--- src/hw/dsc_pkg.sv ---
package dsc_pkg;

    // ------------------------------------------------------------
    // Register map
    // ------------------------------------------------------------
    localparam logic [15:0] ADDR_ASYNC_MODE = 16'hff70;
    localparam logic [15:0] ADDR_SYNC_MODE  = 16'hff72;
    localparam logic [15:0] ADDR_DATA       = 16'hff74;  // Shared transmit / receive data address
    localparam logic [15:0] ADDR_ERR_STAT   = 16'hff76;

    localparam logic [7:0] ASYNC_MODE_RST = 8'h00;
    localparam logic [7:0] SYNC_MODE_RST  = 8'h00;
    localparam logic [7:0] TX_SHIFT_RST   = 8'hff;
    localparam logic [7:0] RX_HOLD_RST    = 8'hff;

    // ------------------------------------------------------------
    // Field positions
    // ------------------------------------------------------------
    localparam int AM_TX_EN   = 7;
    localparam int AM_RX_EN   = 6;
    localparam int AM_PAR_HI  = 5;
    localparam int AM_PAR_LO  = 4;
    localparam int AM_CHAR8   = 3;
    localparam int AM_STOP2   = 2;
    localparam int AM_ERR_MSK = 1;
    localparam int AM_CLK_SEL = 0;
    localparam int SM_ENABLE  = 7;
    localparam int SM_LSB_1ST = 2;
    localparam int SM_CLK_SEL = 1;
    localparam logic [7:0] SM_WR_MASK = 8'h86;   // Bits 0, 3..6 held at zero

    localparam int ES_PARITY  = 2;
    localparam int ES_FRAMING = 1;
    localparam int ES_OVERRUN = 0;

    // Parity modes
    typedef enum logic [1:0] {
        PAR_NONE = 2'b00,
        PAR_ZERO = 2'b01,
        PAR_ODD  = 2'b10,
        PAR_EVEN = 2'b11
    } dsc_par_t;

    // Oversampling of one asynchronous bit, in ticks
    localparam logic [3:0] OVS_LAST = 4'hf;
    localparam logic [3:0] OVS_MID  = 4'h7;
    localparam logic [3:0] BITS_7   = 4'h7;
    localparam logic [3:0] BITS_8   = 4'h8;

endpackage : dsc_pkg

--- src/hw/dsc_sync3.sv ---
`timescale 1ns/1ps
// Three-stage pin synchroniser; a change counts once stages two and three agree
module dsc_sync3 (
    input  wire logic clock,
    input  wire logic rst,
    input  wire logic pin,
    output logic      level,
    output logic      rise,
    output logic      fall
);
    logic [2:0] s_q;
    logic [2:0] s_d;
    logic       lvl_q;
    logic       lvl_d;

    // ------------------------------------------------------------
    // Next state
    // ------------------------------------------------------------
    always_comb begin
        s_d   = {s_q[1:0], pin};
        lvl_d = (s_q[2] == s_q[1]) ? s_q[1] : lvl_q;
    end

    // Reset to idle-high so a quiet line raises no edge
    always_ff @(posedge clock) begin
        if (rst) begin
            s_q   <= 3'h7;
            lvl_q <= 1'b1;
        end else begin
            s_q   <= s_d;
            lvl_q <= lvl_d;
        end
    end

    assign level = lvl_q;
    assign rise  = lvl_d & ~lvl_q;
    assign fall  = ~lvl_d & lvl_q;
endmodule : dsc_sync3

--- src/hw/dsc_channel.sv ---
`timescale 1ns/1ps
// Behaviour
// - Seven-bit length sends data bits 0..6 only; eight-bit sends all.
// - Writing transmit data starts the transmission at once.
// - Transmit shifter is write-only, byte wide, all ones after reset.
// - Transmit and receive data share one address: read receive, write transmit.
// - Each complete received character moves from shifter to holding register.
// - Seven-bit receive fills bits 0..6 and clears bit 7.
// - Receive holding is read-only, byte wide, all ones after reset.
// - Transmitter adds start, optional parity and stop bits per mode register.
// - Receiver checks parity and framing errors, records them in status.
// - Sync mode register resets zero; bit 7 enables, bit 2 picks LSB first.
// - Sync clock select: zero external shift clock pin, one baud generator.
// - Async mode register resets zero; bit 7 transmit, bit 6 receive enable.
// - Parity field: none, send zero without check, odd, even.
// - Stop length bit: zero one stop bit, one two stop bits.
// - Error mask set withholds receive-complete interrupt on errored characters.
// - Async clock select: zero external clock pin, one baud generator.
module dsc_channel
    import dsc_pkg::*;
#(
    parameter int BAUD_DIV = 16   // Baud generator divide, clock cycles per tick
) (
    input  wire logic        clock,
    input  wire logic        rst,
    input  wire logic [15:0] addr,
    input  wire logic        wr_en,
    input  wire logic        rd_en,
    input  wire logic [7:0]  wr_data,
    output logic      [7:0]  rd_data,
    input  wire logic        rx_line,
    output logic             tx_line,
    input  wire logic        async_ext_clock_pin,
    input  wire logic        sync_shift_clock_pin,
    output logic             sync_clock_out,
    output logic             sync_clock_oe_n,
    output logic             async_pin_is_port,
    output logic             rx_done_irq,
    output logic             tx_done_irq,
    output logic             tx_busy
);
    import dsc_pkg::*;

    // ------------------------------------------------------------
    // Pin synchronisers
    // ------------------------------------------------------------
    logic rx_lvl;
    logic rx_rise;
    logic rx_fall;
    logic ack_lvl;
    logic ack_rise;
    logic ack_fall;
    logic sck_lvl;
    logic sck_rise;
    logic sck_fall;

    dsc_sync3 u_rx  (.clock(clock), .rst(rst), .pin(rx_line),
                     .level(rx_lvl), .rise(rx_rise), .fall(rx_fall));
    dsc_sync3 u_ack (.clock(clock), .rst(rst), .pin(async_ext_clock_pin),
                     .level(ack_lvl), .rise(ack_rise), .fall(ack_fall));
    dsc_sync3 u_sck (.clock(clock), .rst(rst), .pin(sync_shift_clock_pin),
                     .level(sck_lvl), .rise(sck_rise), .fall(sck_fall));

    // ------------------------------------------------------------
    // Registers and baud divider
    // ------------------------------------------------------------
    logic [7:0]  am_q, am_d, sm_q, sm_d, tx_q, tx_d, rh_q, rh_d, es_q, es_d;
    logic [15:0] bd_q, bd_d;
    logic        brg_tick;
    logic        wr_data_hit;
    logic        rd_data_hit;

    assign wr_data_hit = wr_en && (addr == ADDR_DATA);
    assign rd_data_hit = rd_en && (addr == ADDR_DATA);
    assign brg_tick    = (bd_q == 16'(BAUD_DIV - 1));

    logic       sync_mode;
    logic       tick;
    logic       rx_fin, rx_perr, rx_ferr;
    logic [7:0] rx_word;

    assign sync_mode = sm_q[SM_ENABLE];
    // Async tick from the generator or the external clock pin edges
    assign tick = am_q[AM_CLK_SEL] ? brg_tick : ack_rise;

    // Register writes; the clear of status on read loses to a new error
    always_comb begin
        am_d = am_q;
        sm_d = sm_q;
        tx_d = tx_q;
        rh_d = rh_q;
        es_d = es_q;
        bd_d = brg_tick ? 16'h0000 : bd_q + 16'h0001;
        if (wr_en && addr == ADDR_ASYNC_MODE) begin
            am_d = wr_data;
        end else if (wr_en && addr == ADDR_SYNC_MODE) begin
            sm_d = wr_data & SM_WR_MASK;
        end else if (wr_data_hit) begin
            tx_d = wr_data;
        end
        if (rd_en && addr == ADDR_ERR_STAT) begin
            es_d = 8'h00;
        end
        if (rx_fin) begin
            rh_d = rx_word;
            es_d[ES_PARITY]  = es_d[ES_PARITY] | rx_perr;
            es_d[ES_FRAMING] = es_d[ES_FRAMING] | rx_ferr;
        end
    end

    // Registers reset to documented values
    always_ff @(posedge clock) begin
        if (rst) begin
            am_q <= ASYNC_MODE_RST;
            sm_q <= SYNC_MODE_RST;
            tx_q <= TX_SHIFT_RST;
            rh_q <= RX_HOLD_RST;
            es_q <= 8'h00;
            bd_q <= 16'h0000;
        end else begin
            am_q <= am_d;
            sm_q <= sm_d;
            tx_q <= tx_d;
            rh_q <= rh_d;
            es_q <= es_d;
            bd_q <= bd_d;
        end
    end

    // Read mux; transmit shifter is never readable
    always_comb begin
        if (addr == ADDR_ASYNC_MODE) begin
            rd_data = am_q;
        end else if (addr == ADDR_SYNC_MODE) begin
            rd_data = sm_q;
        end else if (addr == ADDR_DATA) begin
            rd_data = rh_q;
        end else if (addr == ADDR_ERR_STAT) begin
            rd_data = es_q;
        end else begin
            rd_data = 8'h00;
        end
    end

    assign async_pin_is_port = am_q[AM_CLK_SEL];

    // ------------------------------------------------------------
    // Transmitter
    // ------------------------------------------------------------
    typedef enum logic [2:0] {
        TX_IDLE  = 3'b000,
        TX_START = 3'b001,
        TX_DATA  = 3'b010,
        TX_PAR   = 3'b011,
        TX_STOP  = 3'b100,
        TX_SYNC  = 3'b101
    } dsc_txst_t;

    dsc_txst_t  ts_q, ts_d;
    logic [7:0] ts_sh_q, ts_sh_d;
    logic [3:0] ts_bit_q, ts_bit_d, ts_ov_q, ts_ov_d;
    logic       ts_par_q, ts_par_d, tx_line_q, tx_line_d, ts_stop_q, ts_stop_d, txi_d, txi_q;
    logic [3:0] nbits;
    logic       sync_edge_out, sync_edge_in, sc_q, sc_d;
    dsc_par_t   pmode;

    assign nbits = am_q[AM_CHAR8] ? BITS_8 : BITS_7;
    assign pmode = dsc_par_t'(am_q[AM_PAR_HI:AM_PAR_LO]);
    // Sync shift clock: internal divider toggles, or external edges
    // Data moves on the falling shift clock and is sampled on the rising one, in both clock modes
    assign sync_edge_out = sm_q[SM_CLK_SEL] ? (brg_tick & sc_q)  : sck_fall;
    assign sync_edge_in  = sm_q[SM_CLK_SEL] ? (brg_tick & ~sc_q) : sck_rise;

    // Transmit next state; a data write launches straight away
    always_comb begin
        ts_d = ts_q; ts_sh_d = ts_sh_q; ts_bit_d = ts_bit_q; ts_ov_d = ts_ov_q;
        ts_par_d = ts_par_q; tx_line_d = tx_line_q; ts_stop_d = ts_stop_q;
        txi_d = 1'b0;
        sc_d = sc_q;
        case (ts_q)
            TX_IDLE: begin
                tx_line_d = 1'b1;
                sc_d = 1'b1;
                if (wr_data_hit && sync_mode) begin
                    ts_d = TX_SYNC; ts_sh_d = wr_data; ts_bit_d = 4'h0;
                    tx_line_d = sm_q[SM_LSB_1ST] ? wr_data[0] : wr_data[7];
                end else if (wr_data_hit && am_q[AM_TX_EN]) begin
                    ts_d = TX_START; ts_sh_d = wr_data; ts_ov_d = 4'h0;
                    ts_par_d = (pmode == PAR_ODD);
                    tx_line_d = 1'b0;
                end
            end
            TX_SYNC: begin
                if (sm_q[SM_CLK_SEL] && brg_tick) begin
                    sc_d = ~sc_q;
                end
                if (sync_edge_in) begin
                    ts_bit_d = ts_bit_q + 4'h1;
                    if (ts_bit_q == BITS_7) begin
                        ts_d = TX_IDLE; txi_d = 1'b1; sc_d = 1'b1;
                    end
                end else if (sync_edge_out && ts_bit_q != 4'h0) begin
                    tx_line_d = sm_q[SM_LSB_1ST] ? ts_sh_q[ts_bit_q[2:0]]
                                                 : ts_sh_q[3'(BITS_7) - ts_bit_q[2:0]];
                end
            end
            default: begin
                if (~am_q[AM_TX_EN]) begin
                    ts_d = TX_IDLE; tx_line_d = 1'b1;
                end else if (tick) begin
                    ts_ov_d = ts_ov_q + 4'h1;
                    if (ts_ov_q == OVS_LAST) begin
                        case (ts_q)
                            TX_START: begin
                                ts_d = TX_DATA; ts_bit_d = 4'h0; tx_line_d = ts_sh_q[0];
                            end
                            TX_DATA: begin
                                ts_par_d = ts_par_q ^ ts_sh_q[ts_bit_q[2:0]];
                                ts_bit_d = ts_bit_q + 4'h1;
                                if (ts_bit_q + 4'h1 < nbits) begin
                                    tx_line_d = ts_sh_q[3'(ts_bit_q + 4'h1)];
                                end else if (pmode != PAR_NONE) begin
                                    ts_d = TX_PAR;
                                    tx_line_d = (pmode == PAR_ZERO) ? 1'b0
                                              : ts_par_q ^ ts_sh_q[ts_bit_q[2:0]];
                                end else begin
                                    ts_d = TX_STOP; ts_stop_d = am_q[AM_STOP2]; tx_line_d = 1'b1;
                                end
                            end
                            TX_PAR: begin
                                ts_d = TX_STOP; ts_stop_d = am_q[AM_STOP2]; tx_line_d = 1'b1;
                            end
                            default: begin
                                if (ts_stop_q) begin
                                    ts_stop_d = 1'b0;
                                end else begin
                                    ts_d = TX_IDLE; txi_d = 1'b1;
                                end
                            end
                        endcase
                    end
                end
            end
        endcase
    end

    // Transmit registers
    always_ff @(posedge clock) begin
        if (rst) begin
            ts_q <= TX_IDLE; ts_sh_q <= 8'h00; ts_bit_q <= 4'h0; ts_ov_q <= 4'h0;
            ts_par_q <= 1'b0; tx_line_q <= 1'b1; ts_stop_q <= 1'b0; txi_q <= 1'b0; sc_q <= 1'b1;
        end else begin
            ts_q <= ts_d; ts_sh_q <= ts_sh_d; ts_bit_q <= ts_bit_d; ts_ov_q <= ts_ov_d;
            ts_par_q <= ts_par_d; tx_line_q <= tx_line_d; ts_stop_q <= ts_stop_d;
            txi_q <= txi_d; sc_q <= sc_d;
        end
    end

    assign tx_line         = tx_line_q;
    assign tx_busy         = (ts_q != TX_IDLE);    // Software polls this before writing
    assign tx_done_irq     = txi_q;
    assign sync_clock_out  = sc_q;
    assign sync_clock_oe_n = ~(sync_mode & sm_q[SM_CLK_SEL]);   // Low while driving

    // ------------------------------------------------------------
    // Receiver
    // ------------------------------------------------------------
    typedef enum logic [1:0] {
        RX_IDLE = 2'b00,
        RX_BITS = 2'b01,
        RX_SYNC = 2'b10
    } dsc_rxst_t;

    dsc_rxst_t  rs_q, rs_d;
    logic [9:0] rs_sh_q, rs_sh_d;   // Data, parity and stop, in arrival order
    logic [3:0] rs_cnt_q, rs_cnt_d, rs_ov_q, rs_ov_d, rs_len;
    logic       rxi_q, rxi_d, rs_par;
    logic [7:0] rs_dat;

    assign rs_len = nbits + ((pmode != PAR_NONE) ? 4'h2 : 4'h1);
    assign rs_dat = rs_sh_q[10 - int'(rs_len) +: 8];   // First data bit sits ten minus length up
    // Parity and stop bit checks on the assembled frame
    always_comb begin
        rx_word = am_q[AM_CHAR8] ? rs_dat : {1'b0, rs_dat[6:0]};
        rs_par  = ^rx_word ^ rs_sh_q[8];
        rx_perr = 1'b0;
        rx_ferr = 1'b0;
        if (rs_q == RX_SYNC) begin
            rx_word = sm_q[SM_LSB_1ST] ? rs_sh_q[9:2]
                                       : {rs_sh_q[2], rs_sh_q[3], rs_sh_q[4], rs_sh_q[5],
                                          rs_sh_q[6], rs_sh_q[7], rs_sh_q[8], rs_sh_q[9]};
        end else begin
            rx_ferr = ~rs_sh_q[9];
            if (pmode == PAR_ODD) begin
                rx_perr = ~rs_par;
            end else if (pmode == PAR_EVEN) begin
                rx_perr = rs_par;
            end
        end
    end

    // Receive next state
    always_comb begin
        rs_d = rs_q; rs_sh_d = rs_sh_q; rs_cnt_d = rs_cnt_q; rs_ov_d = rs_ov_q;
        rx_fin = 1'b0;
        rxi_d = 1'b0;
        case (rs_q)
            RX_IDLE: begin
                rs_cnt_d = 4'h0;
                rs_ov_d  = 4'h0;
                if (sync_mode && ts_q == TX_SYNC) begin
                    rs_d = RX_SYNC;
                end else if (am_q[AM_RX_EN] && ~rx_lvl) begin
                    rs_d = RX_BITS;
                end
            end
            RX_SYNC: begin
                if (sync_edge_in) begin
                    rs_sh_d = {rx_lvl, rs_sh_q[9:1]};
                    rs_cnt_d = rs_cnt_q + 4'h1;
                end
                // Eighth bit lands as the transmitter idles; hand the byte over one cycle later
                if (ts_q == TX_IDLE) begin
                    rs_d = RX_IDLE; rx_fin = 1'b1; rxi_d = 1'b1;
                end
            end
            default: begin
                if (~am_q[AM_RX_EN]) begin
                    rs_d = RX_IDLE;
                end else if (tick) begin
                    rs_ov_d = rs_ov_q + 4'h1;
                    if (rs_ov_q == OVS_MID) begin
                        if (rs_cnt_q == 4'h0 && rx_lvl) begin
                            rs_d = RX_IDLE;                          // False start
                        end else if (rs_cnt_q != 4'h0) begin
                            rs_sh_d = {rx_lvl, rs_sh_q[9:1]};
                        end
                        rs_cnt_d = rs_cnt_q + 4'h1;
                    end
                    if (rs_ov_q == OVS_LAST && rs_cnt_q == rs_len + 4'h1) begin
                        rs_d = RX_IDLE;
                        rx_fin = 1'b1;
                        rxi_d = ~(am_q[AM_ERR_MSK] & (rx_perr | rx_ferr));
                    end
                end
            end
        endcase
    end

    // Receive registers
    always_ff @(posedge clock) begin
        if (rst) begin
            rs_q <= RX_IDLE; rs_sh_q <= 10'h000; rs_cnt_q <= 4'h0; rs_ov_q <= 4'h0; rxi_q <= 1'b0;
        end else begin
            rs_q <= rs_d; rs_sh_q <= rs_sh_d; rs_cnt_q <= rs_cnt_d; rs_ov_q <= rs_ov_d; rxi_q <= rxi_d;
        end
    end

    assign rx_done_irq = rxi_q;
endmodule : dsc_channel

--- config.mk ---
export PLATFORM = sky130hd
export DESIGN_NAME = dsc_channel
export DESIGN_NICKNAME = d
export VERILOG_FILES = /design/src/hw/dsc_pkg.sv /design/src/hw/dsc_sync3.sv /design/src/hw/dsc_channel.sv
export SDC_FILE = /design/constraint.sdc
export NUM_CORES = 1
export LEC_CHECK = 0
export ABC_CLOCK_PERIOD_IN_PS = 5300
export BUFFER_PORTS_ARGS = -buffer_cell sky130_fd_sc_hd__clkbuf_2
export CAP_MARGIN = 20
export CORE_UTILIZATION = 49
export DETAILED_ROUTE_END_ITERATION = 7
export GPL_TIMING_DRIVEN = 0
export HOLD_SLACK_MARGIN = 0.03
export PLACE_DENSITY = 0.68
export RECOVER_POWER = 25
export SLEW_MARGIN = 10
export SYNTH_ARGS = -nofsm -noshare
export SYNTH_HDL_FRONTEND = slang
export SYNTH_SLANG_ARGS = --single-unit
--- constraint.sdc ---
create_clock -name clock -period 5.3 [get_ports clock]
set_clock_uncertainty 0.1 [all_clocks]
set_input_delay 0.795 -clock clock [delete_from_list [all_inputs] [get_ports clock]]
set_output_delay 0.795 -clock clock [all_outputs]
set_load 0.01 [all_outputs]
# Word-level counts from Yosys, hierarchy flattened

Index checks and enable logic that the tools add are counted.

Add/sub/neg operators: 9
Order comparisons: 4
Equal/unequal tests: 43
Shift-type cells: 1
Mux-type cells: 121
Bitwise operators: 27
Reduce and logical (&&, ||, !) cells: 54

Operator list:

| operator                                                             | number |
|---|---|
| 16-bit == test, second input constant                                | 4 |
| 4-bit two-way mux                                                    | 16 |
| 8-bit two-way mux                                                    | 8 |
| 10-bit two-way mux                                                   | 6 |
| 1-bit two-way mux                                                    | 49 |
| 4-bit case mux with 2 select lines                                   | 5 |
| 3-bit two-way mux                                                    | 12 |
| 7-bit AND reduction                                                  | 4 |
| 2-bit nonzero test                                                   | 13 |
| 2-bit != test, second input constant                                 | 11 |
| 3-bit nonzero test                                                   | 7 |
| 4-bit by 1-bit adder with 4-bit output, second input constant        | 5 |
| 2-bit two-way mux                                                    | 10 |
| 10-bit case mux with 2 select lines                                  | 1 |
| 16-bit by 1-bit adder with 16-bit output, second input constant      | 1 |
| 16-bit by 4-bit == test with 1-bit output, second input constant     | 1 |
| 1-bit NOT                                                            | 15 |
| 5-bit AND reduction                                                  | 3 |
| 1-bit logical AND                                                    | 12 |
| 3-bit by 4-bit < comparator with 1-bit output, second input constant | 3 |
| 4-bit by 1-bit != test with 1-bit output, second input constant      | 3 |
| 1-bit case mux with 2 select lines                                   | 6 |
| 4-bit nonzero test                                                   | 3 |
| 5-bit by 1-bit != test with 1-bit output, second input constant      | 2 |
| other kinds (37)                                                     | 59 |

Flip-flop bits (word level): 94
Output and inout bits: 15
Word-level logic and storage cells: 284

# Logic depth before layout (Yosys ltp)

Gate-level depths: netlist of run 1.

Depth in word-level cells: 18
Depth in mapped cells: 16

# Modules after synthesis

A second synthesis of run 1 with hierarchy kept.

Cells, all modules: 655
Area, all modules: 5883.1 um2

By module, submodules not included:

| module      | instances | cells an instance | area an instance (um2) | sequential area each (um2) |
|---|---|---|---|---|
| dsc_channel | 1         | 616               | 5462.7                 | 1641.6 |
| dsc_sync3   | 3         | 13                | 140.1                  | 80.1 |

# Least setup slack after synthesis of run 1

No wires, ideal clock.

Kind: reg-to-reg
Start point: register am_q[4]
End point: register es_q[2]
Arrival time: 3.410 ns
Required time: 5.084 ns
Path slack: 1.674 ns
Cell stages (with the launch flop): 16
Clock period less this slack: 3.626 ns
Cell sequence: dfxtp_1 > or2_2 > clkbuf_1 > ha_1 > or3_1 > nand2_2 > inv_2 > ha_1 > clkbuf_1 > nor3_1 > a211oi_1 > a31oi_1 > xnor2_1 > xnor2_2 > xnor3_1 > a41o_1

Cells in the longest elaborated chain, start to end: 13
Elaborated cells between the ends (all ways): 23
Those cells by class: add/sub: 3; eq/ne: 3; shift: 1; mux: 10; bitwise: 3; reduce/logical: 3

Ends and longest elaborated chain:

| element                                               | line                                   | text |
|---|---|---|
| from (decl)                                           | dsc_channel.sv:67                      | `logic [7:0] am_q, am_d, sm_q, sm_d, tx_q, tx_d, rh_q, rh_d, es_q, es_d;` |
| from (signal assigned)                                | dsc_channel.sv:121                     | `am_q <= am_d;` |
| 2-bit nonzero test                                    | dsc_channel.sv:280                     | `assign rs_len = nbits + ((pmode != PAR_NONE) ? 4'h2 : 4'h1);` |
| 2-bit two-way mux                                     | dsc_channel.sv:280                     |  |
| 4-bit by 2-bit adder with 4-bit output                | dsc_channel.sv:280                     |  |
| 4-bit by 4-bit subtractor with 5-bit output           | dsc_channel.sv:281                     | `assign rs_dat = rs_sh_q[10 - int'(rs_len) +: 8];` |
| 10-bit by 5-bit indexed part select with 8-bit output | dsc_channel.sv:281                     |  |
| 8-bit two-way mux                                     | dsc_channel.sv:284                     | `rx_word = am_q[AM_CHAR8] ? rs_dat : {1'b0, rs_dat[6:0]};` |
| 8-bit parity                                          | dsc_channel.sv:285                     | `rs_par = ^rx_word ^ rs_sh_q[8];` |
| 1-bit XOR                                             | dsc_channel.sv:285                     |  |
| 1-bit two-way mux or 1-bit NOT (tied branches)        | dsc_channel.sv:296, dsc_channel.sv:295 |  |
| 1-bit two-way mux                                     | dsc_channel.sv:294                     | `if (pmode == PAR_ODD) begin` |
| 1-bit two-way mux                                     | dsc_channel.sv:288                     | `if (rs_q == RX_SYNC) begin` |
| 1-bit OR                                              | dsc_channel.sv:106                     | `es_d[ES_PARITY] = es_d[ES_PARITY] \| rx_perr;` |
| 2-bit two-way mux (*)                                 | dsc_channel.sv:104                     | `if (rx_fin) begin` |
| to (signal assigned)                                  | dsc_channel.sv:125                     | `es_q <= es_d;` |
| to (decl)                                             | dsc_channel.sv:67                      |  |

Every way passes the cells marked *; elsewhere a longest branch is shown, timed or not.
A chain may end at the register's enable or synchronous reset.

# Worst setup path after layout of run 1

Start point: register am_q[4]
End point: register rxi_q (netlist: rx_done_irq)

Cells in the longest elaborated chain, start to end: 18
Elaborated cells between the ends (all ways): 24
Those cells by class: add/sub: 3; eq/ne: 3; shift: 1; mux: 9; bitwise: 5; reduce/logical: 3

Ends and longest elaborated chain:

| element                                               | line               | text |
|---|---|---|
| 2-bit nonzero test                                    | dsc_channel.sv:280 |  |
| 2-bit two-way mux                                     | dsc_channel.sv:280 |  |
| 4-bit by 2-bit adder with 4-bit output                | dsc_channel.sv:280 |  |
| 4-bit by 4-bit subtractor with 5-bit output           | dsc_channel.sv:281 |  |
| 10-bit by 5-bit indexed part select with 8-bit output | dsc_channel.sv:281 |  |
| 8-bit two-way mux                                     | dsc_channel.sv:284 |  |
| 8-bit parity                                          | dsc_channel.sv:285 |  |
| 1-bit XOR                                             | dsc_channel.sv:285 |  |
| [2 not listed]                                        | -                  |  |
| 1-bit two-way mux                                     | dsc_channel.sv:288 |  |
| 1-bit OR                                              | dsc_channel.sv:343 | `rxi_d = ~(am_q[AM_ERR_MSK] & (rx_perr \| rx_ferr));` |
| 1-bit AND                                             | dsc_channel.sv:343 |  |
| 1-bit NOT                                             | dsc_channel.sv:343 |  |
| 1-bit two-way mux (*)                                 | dsc_channel.sv:340 | `if (rs_ov_q == OVS_LAST && rs_cnt_q == rs_len + 4'h1) begin` |
| 1-bit two-way mux (*)                                 | dsc_channel.sv:330 | `end else if (tick) begin` |
| 1-bit two-way mux (*)                                 | dsc_channel.sv:328 | `if (~am_q[AM_RX_EN]) begin` |
| 1-bit case mux with 2 select lines (*)                | dsc_channel.sv:307 | `case (rs_q)` |
| to (signal assigned)                                  | dsc_channel.sv:355 | `rs_q <= rs_d; rs_sh_q <= rs_sh_d; rs_cnt_q <= rs_cnt_d; rs_ov_q <= rs_ov_d; rxi_q <= rxi_d;` |
| to (decl)                                             | dsc_channel.sv:277 | `logic rxi_q, rxi_d, rs_par;` |

Marks and branches as above.

==> impl_metrics.tcl, run 1 <==
set metrics [dict create \
    slew_violations 0 \
    worst_hold_slack_ns 0.312 \
    antenna_cells 0 \
    totalWireLength_um 14100 \
    clk_path_buf_depth 2 \
    setup_viol 0 \
    syn_avg_cell_area_um2 8.60 \
    worstPathRequired_ns 5.48 \
    core_area_mm2 0.0109 \
    gp_congestion 0.908 \
    place_inst 822 \
    status "finished clean" \
    grt_pass1_vias 4474 \
    critPathLaunchType "flop" \
    power_switching_share_pct 25.0 \
    reg2reg_depth 15 \
    min_from "u_rx.s_q[0]$_SDFF_PP1_" \
    setup_ws_ns 0.788 \
    crit_path_end_kind "flop" \
    syn_inst 639 \
    first_pass_iters 5 \
    critPathArrivalTime_ns 4.70 \
    combPwrFrac_pct 5.8 \
    final_nets 740 \
    power_mw 1.36 \
    cts_tree "built" \
    ys.flop_type "dfxtp_1" \
    async_flop_share_pct 0 \
    ant_nets 0 \
    die_y_um 108 \
    clockRootBuffer "clkbuf_8" \
    timing.rr.start "am_q[4]$_SDFFE_PP0P_" \
    synth_cell_types 70 \
    area_growth_pct 11.3 \
    ctsResizeCount 0 \
    finalHoldViolCount 0 \
    synth_area_mm2 0.00550 \
    pwr-share-clk_pct 41.3 \
    power.internal_mw 1.02 \
    slowest_delay_ns 0.51 \
    slowest_stage "dfxtp_1" \
    start_util_pct 50.5 \
    wl_per_cell_um 16.8 \
    pre_cts_ws_ns 0.928 \
    grt_first_pass_wirelength_um 22800 \
    grt_max_degree 19 \
    clock_latency_ns 0.38 \
    cts_buffers 9 \
    via_count 4843 \
    timing.final.crit_share_pct 85.1 \
    hold_class "flop to flop" \
    period_needed_ns 4.51 \
    cts_setup_buffers 0 \
    dieArea_mm2 0.0116 \
    synth-edff-count 0 \
    drt_iter0_markers 404 \
    dp.final_hpwl_um 10700 \
    hold_buffers 0 \
    synth_nets 686 \
    gr-total-overflow 0 \
    leakage_nw 2.28 \
    holdPathStages 1 \
    ff2ff_setup_slack_ns 0.79 \
    fmax_mhz 222 \
    rsz0062_at_grt "no" \
    slew_headroom_pct 44.6 \
    path_clk_slew_ns 0.10 \
    path_max_fanout 10 \
    io_buffers 43 \
    powerDensity_mw_per_mm2 222 \
    pwr-share-seq_pct 52.8 \
    drv_cap 0 \
    hold_end "u_rx.s_q[1]$_SDFF_PP1_" \
    critical_path_class "flop to flop" \
    worstMarginPinSlew_ns 0.826 \
    avgViaCountPerCell 5.78 \
    fin_setup_tns_ns 0 \
    crit_chain "or2_2 > clkbuf_1 > inv_1 > ha_1 > or3_1 > nand2_2 > inv_2 > ha_1 > clkbuf_1 > a2111oi_0 > mux2i_1 > nor2_1 > xnor2_2 > xnor3_1 > a31oi_1" \
    ys_warn_count 0 \
    cts_sinks 94 \
    die_x_um 108 \
    track_usage_pct 25.6 \
    htree_levels 3 \
    instances_no_fill 838 \
    io_pins 46 \
    ir_drop_v 0.000302 \
    drc 0 \
    row_count 38 \
    drive_gt1_share_pct 14.5 \
    ys_seq_elements 94 \
    switchingPower_mw 0.339 \
    grt_antenna_before_repair 0 \
    seq_area_frac_synth_pct 34.2 \
    reg2reg_to "rx_done_irq$_SDFF_PP0_" \
]
==> cell usage in the layout (no fill, tap or decap), types with 5 or more instances in the layout <==
cell type  count
a211o_1        5
a211oi_1      11
a21oi_1       31
and3_1         8
buf_2          5
clkbuf_1      36
clkbuf_2      38
clkbuf_8       9
dfxtp_1       94
ha_1          16
inv_1         16
mux2i_1       42
mux4_2        11
nand2_1       56
nand2b_1       5
nand3_1       23
nand3b_1       5
nand4_1       10
nor2_1        88
nor2b_1       17
nor3_1         8
o211ai_1       6
o21ai_0       23
or2_2         13
xnor2_1       13
xor2_1        18
==> worst max-delay path: cells and delay by family, from the launching register on <==
family          cells  cell delay, ns
flops               1            0.51
simple gates        4            1.06
fa+ha+maj           2            0.58
mux                 1            0.17
compound gates      2            0.68
buf+inv             4            0.77
xor+xnor            2            0.55
==> synthesized netlist by cell type (5+ instances only) <==
cell      number  area, µm²
a211o_1        5       43.8
a211oi_1      11       82.6
a21oi_1       31        155
and3_1         8       50.1
buf_2          5       25.0
clkbuf_1      31        116
dfxtp_1       94       1880
ha_1          16        200
inv_1         16       60.1
mux2i_1       42        420
mux4_2        11        248
nand2_1       56        210
nand2b_1       5       31.3
nand3_1       23        115
nand3b_1       5       37.5
nand4_1       10       62.6
nor2_1        88        330
nor2b_1       17        106
nor3_1         8       40.0
o211ai_1       6       45.0
o21ai_0       23        115
or2_2         13       81.3
xnor2_1       13        114
xor2_1        18        158
==> power by group through the flow <==
stage	Clock, mW	Sequential, mW	Combinational, mW
after floorplan	0	0.732	0.0459
after global placement	0	0.733	0.0773
after detailed placement	0	0.733	0.0778
after CTS	0.568	0.717	0.0782
after global routing	0.596	0.718	0.0864
final	0.561	0.717	0.0790
==> how the worst max path moves through the flow <==
stage	startpoint	to	depth (start not counted)	slack, ns
5_1_grt	am_q[4]$_SDFFE_PP0P_	rx_done_irq$_SDFF_PP0_	15	0.61
4_1_cts	am_q[4]$_SDFFE_PP0P_	rx_done_irq$_SDFF_PP0_	15	0.91
3_3_place_gp	am_q[4]$_SDFFE_PP0P_	rx_done_irq$_SDFF_PP0_	15	1.02
3_5_place_dp	am_q[4]$_SDFFE_PP0P_	rx_done_irq$_SDFF_PP0_	15	0.93
6_report	am_q[4]$_SDFFE_PP0P_	rx_done_irq$_SDFF_PP0_	15	0.79
2_1_floorplan	am_q[4]$_SDFFE_PP0P_	es_q[2]$_SDFF_PP0_	15	1.67
==> registers in the layout (all words and copies together) (netlist names), 3 cells and up <==
signal / count
bd_q: 16
rs_sh_q: 10
am_q: 8
rh_q: 8
ts_sh_q: 8
rs_cnt_q: 4
rs_ov_q: 4
ts_bit_q: 4
ts_ov_q: 4
sm_q: 3
ts_q: 3
u_ack.s_q: 3
u_rx.s_q: 3
u_sck.s_q: 3
==> kinds of logic (layout without fill, tap and decap cells) <==
logic type / Yosys count / after routing / synth area share (%)
AOI/OAI and AO/OA: 114 / 114 / 13.8
xor gates and xnor gates: 34 / 34 / 5.94
adders and majority gates: 16 / 16 / 3.64
buffers and inverters: 57 / 116 / 4.14
DFF: 94 / 94 / 34.2
muxes: 60 / 60 / 14.4
and+or+nand+nor: 264 / 264 / 23.8
==> layer usage <==
| metal | vias up | global-route usage, % | routed length (µm) |
|---|---|---|---|
| met2 | 157 | 41.3 | 6460 |
| met5 | - | 0 | 0 |
| met4 | 0 | 6.26 | 158 |
| met3 | 14 | 4.72 | 1040 |
| met1 | 2290 | 35.4 | 6450 |
| li1 | 2382 | - | - |
==> layout make-up <==
class	count	area, µm²
inverters	18	67.6
flip-flops and latches	94	1880
repair buffers	43	209
well taps	140	175
clock inverters	7	111
plain buffers	39	160
clock buffers	9	124
fillers	1027	4770
multi-input cells	488	3390
==> metrics by stage <==
step / instance area, µm² / util (%)
finish: 6120 / 56.2
global route: 6120 / 56.2
CTS: 6120 / 56.2
detailed placement: 5890 / 54.1
global placement: 5890 / 54.1
floorplan: 5500 / -
Note: power is estimated with default switching activity, not from simulation.
==> run 2: changes to the inputs <==
Settings changed: CELL_PAD_IN_SITES_DETAIL_PLACEMENT set to 0, CELL_PAD_IN_SITES_GLOBAL_PLACEMENT set to 1, CORE_UTILIZATION 49 to 46, PLACE_DENSITY 0.68 to 0.81.
==> impl_metrics.tcl, run 2 (synthesized netlist as in run 1, its figures left out) <==
set metrics [dict create \
    worstMarginPinSlew_ns 0.837 \
    hold_class "flop to flop" \
    ir_drop_v 0.000218 \
    grt_pass1_vias 4588 \
    avgViaCountPerCell 5.78 \
    largest-register "bd_q" \
    slowest_delay_ns 0.45 \
    grt_first_pass_wirelength_um 23600 \
    wl_per_cell_um 17.1 \
    largest_register_ffs 16 \
    gp_congestion 0.897 \
    path_clk_slew_ns 0.07 \
    fmax_mhz 218 \
    combPwrFrac_pct 5.1 \
    crit_chain "or2_2 > clkbuf_1 > inv_1 > ha_1 > o21ai_1 > nand2_2 > inv_2 > ha_1 > clkbuf_1 > nor3_1 > a211oi_1 > a31oi_1 > xnor2_1 > xnor2_2 > xnor3_1 > a31oi_1" \
    clock_latency_ns 0.35 \
    final_cell_mix "dfxtp_1, nor2_1, nand2_1" \
    track_usage_pct 24.3 \
    powerDensity_mw_per_mm2 248 \
    die_y_um 111 \
    cts_setup_buffers 0 \
    first_pass_iters 7 \
    clk_path_buf_depth 2 \
    critPathLaunchType "flop" \
    clockRootBuffer "clkbuf_16" \
    pwr-share-seq_pct 46.5 \
    status "complete, but fails checks" \
    ctsResizeCount 0 \
    critPathArrivalTime_ns 4.73 \
    drive_gt1_share_pct 14.3 \
    period_needed_ns 4.58 \
    io_pins 46 \
    worstPathRequired_ns 5.45 \
    die_x_um 111 \
    hold_buffers 0 \
    pwr-share-clk_pct 48.4 \
    gr-total-overflow 0 \
    finish.utilization_pct 54.1 \
    power_mw 1.54 \
    finalHoldViolCount 0 \
    setup_viol 0 \
    cts_buffers 9 \
    area_growth_pct 13.3 \
    totalWireLength_um 14400 \
    cts_sinks 94 \
    via_count 4854 \
    dp.final_hpwl_um 10700 \
    drt_iter0_markers 344 \
    start_util_pct 47.7 \
    path_max_fanout 10 \
    critical_path_class "flop to flop" \
    grt_antenna_before_repair 0 \
    htree_levels 3 \
    cts_tree "built" \
    leakage_nw 2.33 \
    row_count 39 \
    drc 9 \
    core_area_mm2 0.0115 \
    power_switching_share_pct 21.9 \
    slew_headroom_pct 43.9 \
    drv_cap 0 \
    crit_path_end_kind "flop" \
    power.internal_mw 1.20 \
    ant_nets 0 \
    final_nets 740 \
    violations "DRC" \
    fin_setup_tns_ns 0 \
    grt_max_degree 17 \
    top_regs "bd_q: 16 flops, rs_sh_q: 10 flops" \
    rsz0062_at_grt "no" \
    slew_violations 0 \
    dieArea_mm2 0.0124 \
    io_buffers 43 \
    antenna_cells 0 \
    timing.final.crit_share_pct 86.5 \
    switchingPower_mw 0.338 \
    slowest_stage "dfxtp_1" \
    final_common_cell "dfxtp_1" \
]
## run 2: changes by cell type in the layout (fill, tap and decap cells not counted)
cell,previous run,this run
bufinv_16,2,3
clkbuf_16,0,9
clkbuf_8,9,0
inv_6,4,2
clkinv_4,0,1
clkinv_8,1,0
## run 2: final timing paths
path	cells past startpoint	endpoint	from	slack, ns
worst max-delay path	16	rx_done_irq$_SDFF_PP0_	am_q[4]$_SDFFE_PP0P_	0.72
worst min-delay path	1	u_ack.s_q[1]$_SDFF_PP1_	u_ack.s_q[0]$_SDFF_PP1_	0.31
worst max register to register	16	rx_done_irq$_SDFF_PP0_	am_q[4]$_SDFFE_PP0P_	0.72
worst min register to register	1	u_ack.s_q[1]$_SDFF_PP1_	u_ack.s_q[0]$_SDFF_PP1_	0.31
## run 2: layout make-up
class                   count  area, µm²
fillers                  1065       5290
multi-input cells         488       3390
flip-flops and latches     94       1880
clock buffers               9        225
repair buffers             43        209
well taps                 143        179
plain buffers              39        160
clock inverters             6        116
inverters                  18       67.6
## run 2: power groups by stage
stage	clock network, mW	logic (mW)	registers (mW)
global placement	0	0.0777	0.733
finish	0.747	0.0782	0.717
CTS	0.761	0.0785	0.717
detailed placement	0	0.0781	0.733
global route	0.787	0.0865	0.718
floorplan	0	0.0459	0.732
## run 2: metal layers
layer  track usage, %  vias up  part of all wire (%)
met5                0        -                     0
met4             7.93        0                   1.8
met3             4.32       19                   5.4
met2             38.4      149                    45
met1             33.7     2289                    48
li1                 -     2397                     -
## run 2: worst max-delay path: cells and delay by family, from the launching register on
family	cells	cell delay (ns)
AOI/OAI and AO/OA	4	1.10
xor gates and xnor gates	3	0.79
adders and majority gates	2	0.44
buffers and inverters	4	1.04
DFF	1	0.45
and+or+nand+nor	3	0.55
## run 2: metrics by stage
stage                     cells  cell area (µm²)  hold slack [ns]  setup slack, ns
after global routing        840             6230            0.328            0.483
after global placement      825             5890            0.293            0.823
after CTS                   840             6230            0.310            0.790
final                       840             6230            0.309            0.716
after floorplan             639             5500            0.289             1.67
after detailed placement    825             5890            0.295            0.848
==> run 3: changes to the inputs <==
Settings changed: ABC_AREA set to 1, CORE_UTILIZATION 46 to 43.
==> impl_metrics.tcl, run 3 <==
set metrics [dict create \
    status "finished clean" \
    fill_cells 1443 \
    grt_antenna_before_repair 0 \
    syn_avg_cell_area_um2 6.53 \
    ir_drop_v 0.000195 \
    top_regs "bd_q: 16 flops, rs_sh_q: 10 flops" \
    die_y_um 120 \
    htree_levels 3 \
    grt_pass1_vias 5566 \
    critPathMostFrequentCell "nand2_1" \
    finish.utilization_pct 49.7 \
    row_count 42 \
    ys_warn_count 0 \
    grt_max_degree 17 \
    worstPathRequired_ns 5.44 \
    io_buffers 45 \
    pwr-share-clk_pct 32.8 \
    synth_top_area_cell "dfxtp_1" \
    path_max_fanout 10 \
    synth_cell_types 58 \
    antenna_cells 0 \
    critPathArrivalTime_ns 4.08 \
    drv_cap 0 \
    worstMarginPinSlew_ns 0.701 \
    track_usage_pct 24.6 \
    cts_buffers 9 \
    final_cell_mix "nand2_1, dfxtp_1, inv_1" \
    critPathTopFamily "simple AND/OR/NAND/NOR gates" \
    combPwrFrac_pct 23.6 \
    power_switching_share_pct 34.2 \
    largest-register "bd_q" \
    clk_path_buf_depth 2 \
    worst_hold_slack_ns 0.312 \
    drt_iter0_markers 384 \
    final_nets 1015 \
    finalHoldViolCount 0 \
    crit_chain "nor2_1 > inv_1 > ha_1 > buf_6 > inv_4 > buf_6 > nand2_1 > ha_1 > buf_1 > nor2_1 > nand2_1 > nand2_1 > nor2_1 > nand2_1 > nand2_1 > nand2_1 > nand2_1 > inv_1 > nand3_1 > nand3_2 > nand2_1 > a21oi_1" \
    dieArea_mm2 0.0143 \
    synth_nets 959 \
    crit_path_end_kind "flop" \
    hold_class "flop to flop" \
    slowest_delay_ns 0.38 \
    syn_inst 912 \
    seq_area_frac_synth_pct 31.6 \
    period_needed_ns 3.95 \
    synth_top_area_share_pct 31.6 \
    power.internal_mw 1.26 \
    timing.rr.start "am_q[4]$_SDFFE_PP0P_" \
    gr-total-overflow 0 \
    drive_gt1_share_pct 14.4 \
    ant_nets 0 \
    die_x_um 120 \
    critical_path_class "flop to flop" \
    final_common_cell "nand2_1" \
    cts_sinks 94 \
    min_from "u_ack.s_q[0]$_SDFF_PP1_" \
    wl_per_cell_um 14.5 \
    critPathLaunchType "flop" \
    drc 0 \
    first_pass_iters 6 \
    leakage_nw 2.85 \
    ys_seq_elements 94 \
    synth_area_mm2 0.00596 \
    cts_tree "built" \
    rsz0062_at_grt "no" \
    async_flop_share_pct 0 \
    ctsResizeCount 0 \
    totalWireLength_um 16700 \
    yosysMostFrequentCell "nand2_1" \
    start_util_pct 44.5 \
    slew_headroom_pct 53.3 \
    power_mw 1.91 \
    clockRootBuffer "clkbuf_16" \
    io_pins 46 \
    pwr-share-seq_pct 43.6 \
    critPathLaunch "am_q[4]$_SDFFE_PP0P_" \
    hold_buffers 0 \
    netlist_top_cells_count "nand2_1, dfxtp_1, inv_1" \
    gp_congestion 0.884 \
    slew_violations 0 \
    fin_setup_tns_ns 0 \
    timing.final.crit_share_pct 74.5 \
    worst-path-buf-inv 6 \
    path_clk_slew_ns 0.07 \
    synth-edff-count 0 \
    ys.flop_type "dfxtp_1" \
    powerDensity_mw_per_mm2 287 \
    cts_setup_buffers 0 \
    setup_viol 0 \
    via_count 5939 \
    slowest_stage "buf_1" \
    grt_first_pass_wirelength_um 27700 \
    dp.final_hpwl_um 13100 \
    avgViaCountPerCell 5.17 \
    yosys-top-cells-area "dfxtp_1, nand2_1, nand3_1" \
    core_area_mm2 0.0134 \
    area_growth_pct 11.8 \
    largest_register_ffs 16 \
    switchingPower_mw 0.655 \
    clock_latency_ns 0.35 \
    fmax_mhz 253 \
]
run 3: cell types whose count changed after synthesis, sizes merged, moves of 15 or more:
cell	before	now
nand2	57	212
clkbuf	31	16
inv	18	119
a21oi	31	72
o21ai	25	85
nand3	23	94
nor2b	17	0
mux2i	42	0
run 3: worst paths after layout:
kind              depth (start not counted)  slack [ns]                      end
hold reg to reg                           1        0.31  u_ack.s_q[1]$_SDFF_PP1_
hold / removal                            1        0.31  u_ack.s_q[1]$_SDFF_PP1_
setup / recovery                         22        1.35   rx_done_irq$_SDFF_PP0_
setup reg to reg                         22        1.35   rx_done_irq$_SDFF_PP0_
run 3: per-stage QoR:
stage                     area, µm²  setup slack (ns)  std cells
after global placement         6400              1.35       1133
after global routing           6660             0.979       1149
after floorplan                5960              2.29        912
after detailed placement       6400              1.37       1133
final                          6660              1.35       1149
after CTS                      6690              1.35       1149
run 3: cells by family (layout without fill, tap and decap cells):
logic type | after synthesis | count (layout) | share of synthesized area, %
AOI/OAI and AO/OA | 194 | 194 | 18.6
xor gates and xnor gates | 6 | 6 | 0.882
adders and majority gates | 17 | 17 | 3.53
buffers and inverters | 151 | 212 | 10.2
DFF | 94 | 94 | 31.6
and+or+nand+nor | 450 | 450 | 35.2
run 3: final cells by class:
class | count | area [µm²] | share of cell area [%]
Sequential cell | 94 | 1880 | 28.3
Tap cell | 176 | 220 | 3.31
Buffer | 30 | 153 | 2.29
Timing Repair Buffer | 45 | 215 | 3.23
Multi-Input combinational cell | 667 | 3450 | 51.8
Clock inverter | 6 | 43.8 | 0.658
Clock buffer | 10 | 239 | 3.59
Inverter | 121 | 457 | 6.86
run 3: power groups by stage:
stage               Clock, mW  Sequential, mW  Combinational, mW
floorplan                   0           0.825              0.352
global route            0.678           0.844              0.521
finish                  0.628           0.834              0.452
CTS                     0.644           0.833              0.454
detailed placement          0           0.849              0.452
global placement            0           0.848              0.448
run 3: worst reg2reg max path, cell delays in order, from the launching register on:
cell	delay, ns
dfxtp_1	0.34
nor2_1	0.35
inv_1	0.22
ha_1	0.34
buf_6	0.15
inv_4	0.07
buf_6	0.13
nand2_1	0.09
ha_1	0.33
buf_1	0.38
nor2_1	0.20
nand2_1	0.14
nand2_1	0.06
nor2_1	0.26
nand2_1	0.09
nand2_1	0.07
nand2_1	0.04
nand2_1	0.09
inv_1	0.05
nand3_1	0.08
nand3_2	0.11
nand2_1	0.07
a21oi_1	0.07
run 3: per-layer routing:
layer  part of all wire [%]  up-vias  global-route usage, %
met5                      0        -                      0
met4                    1.5        0                   7.42
met3                    3.6       20                   3.99
met2                     47      104                   42.4
met1                     48     2679                   31.3
li1                       -     3136                      -
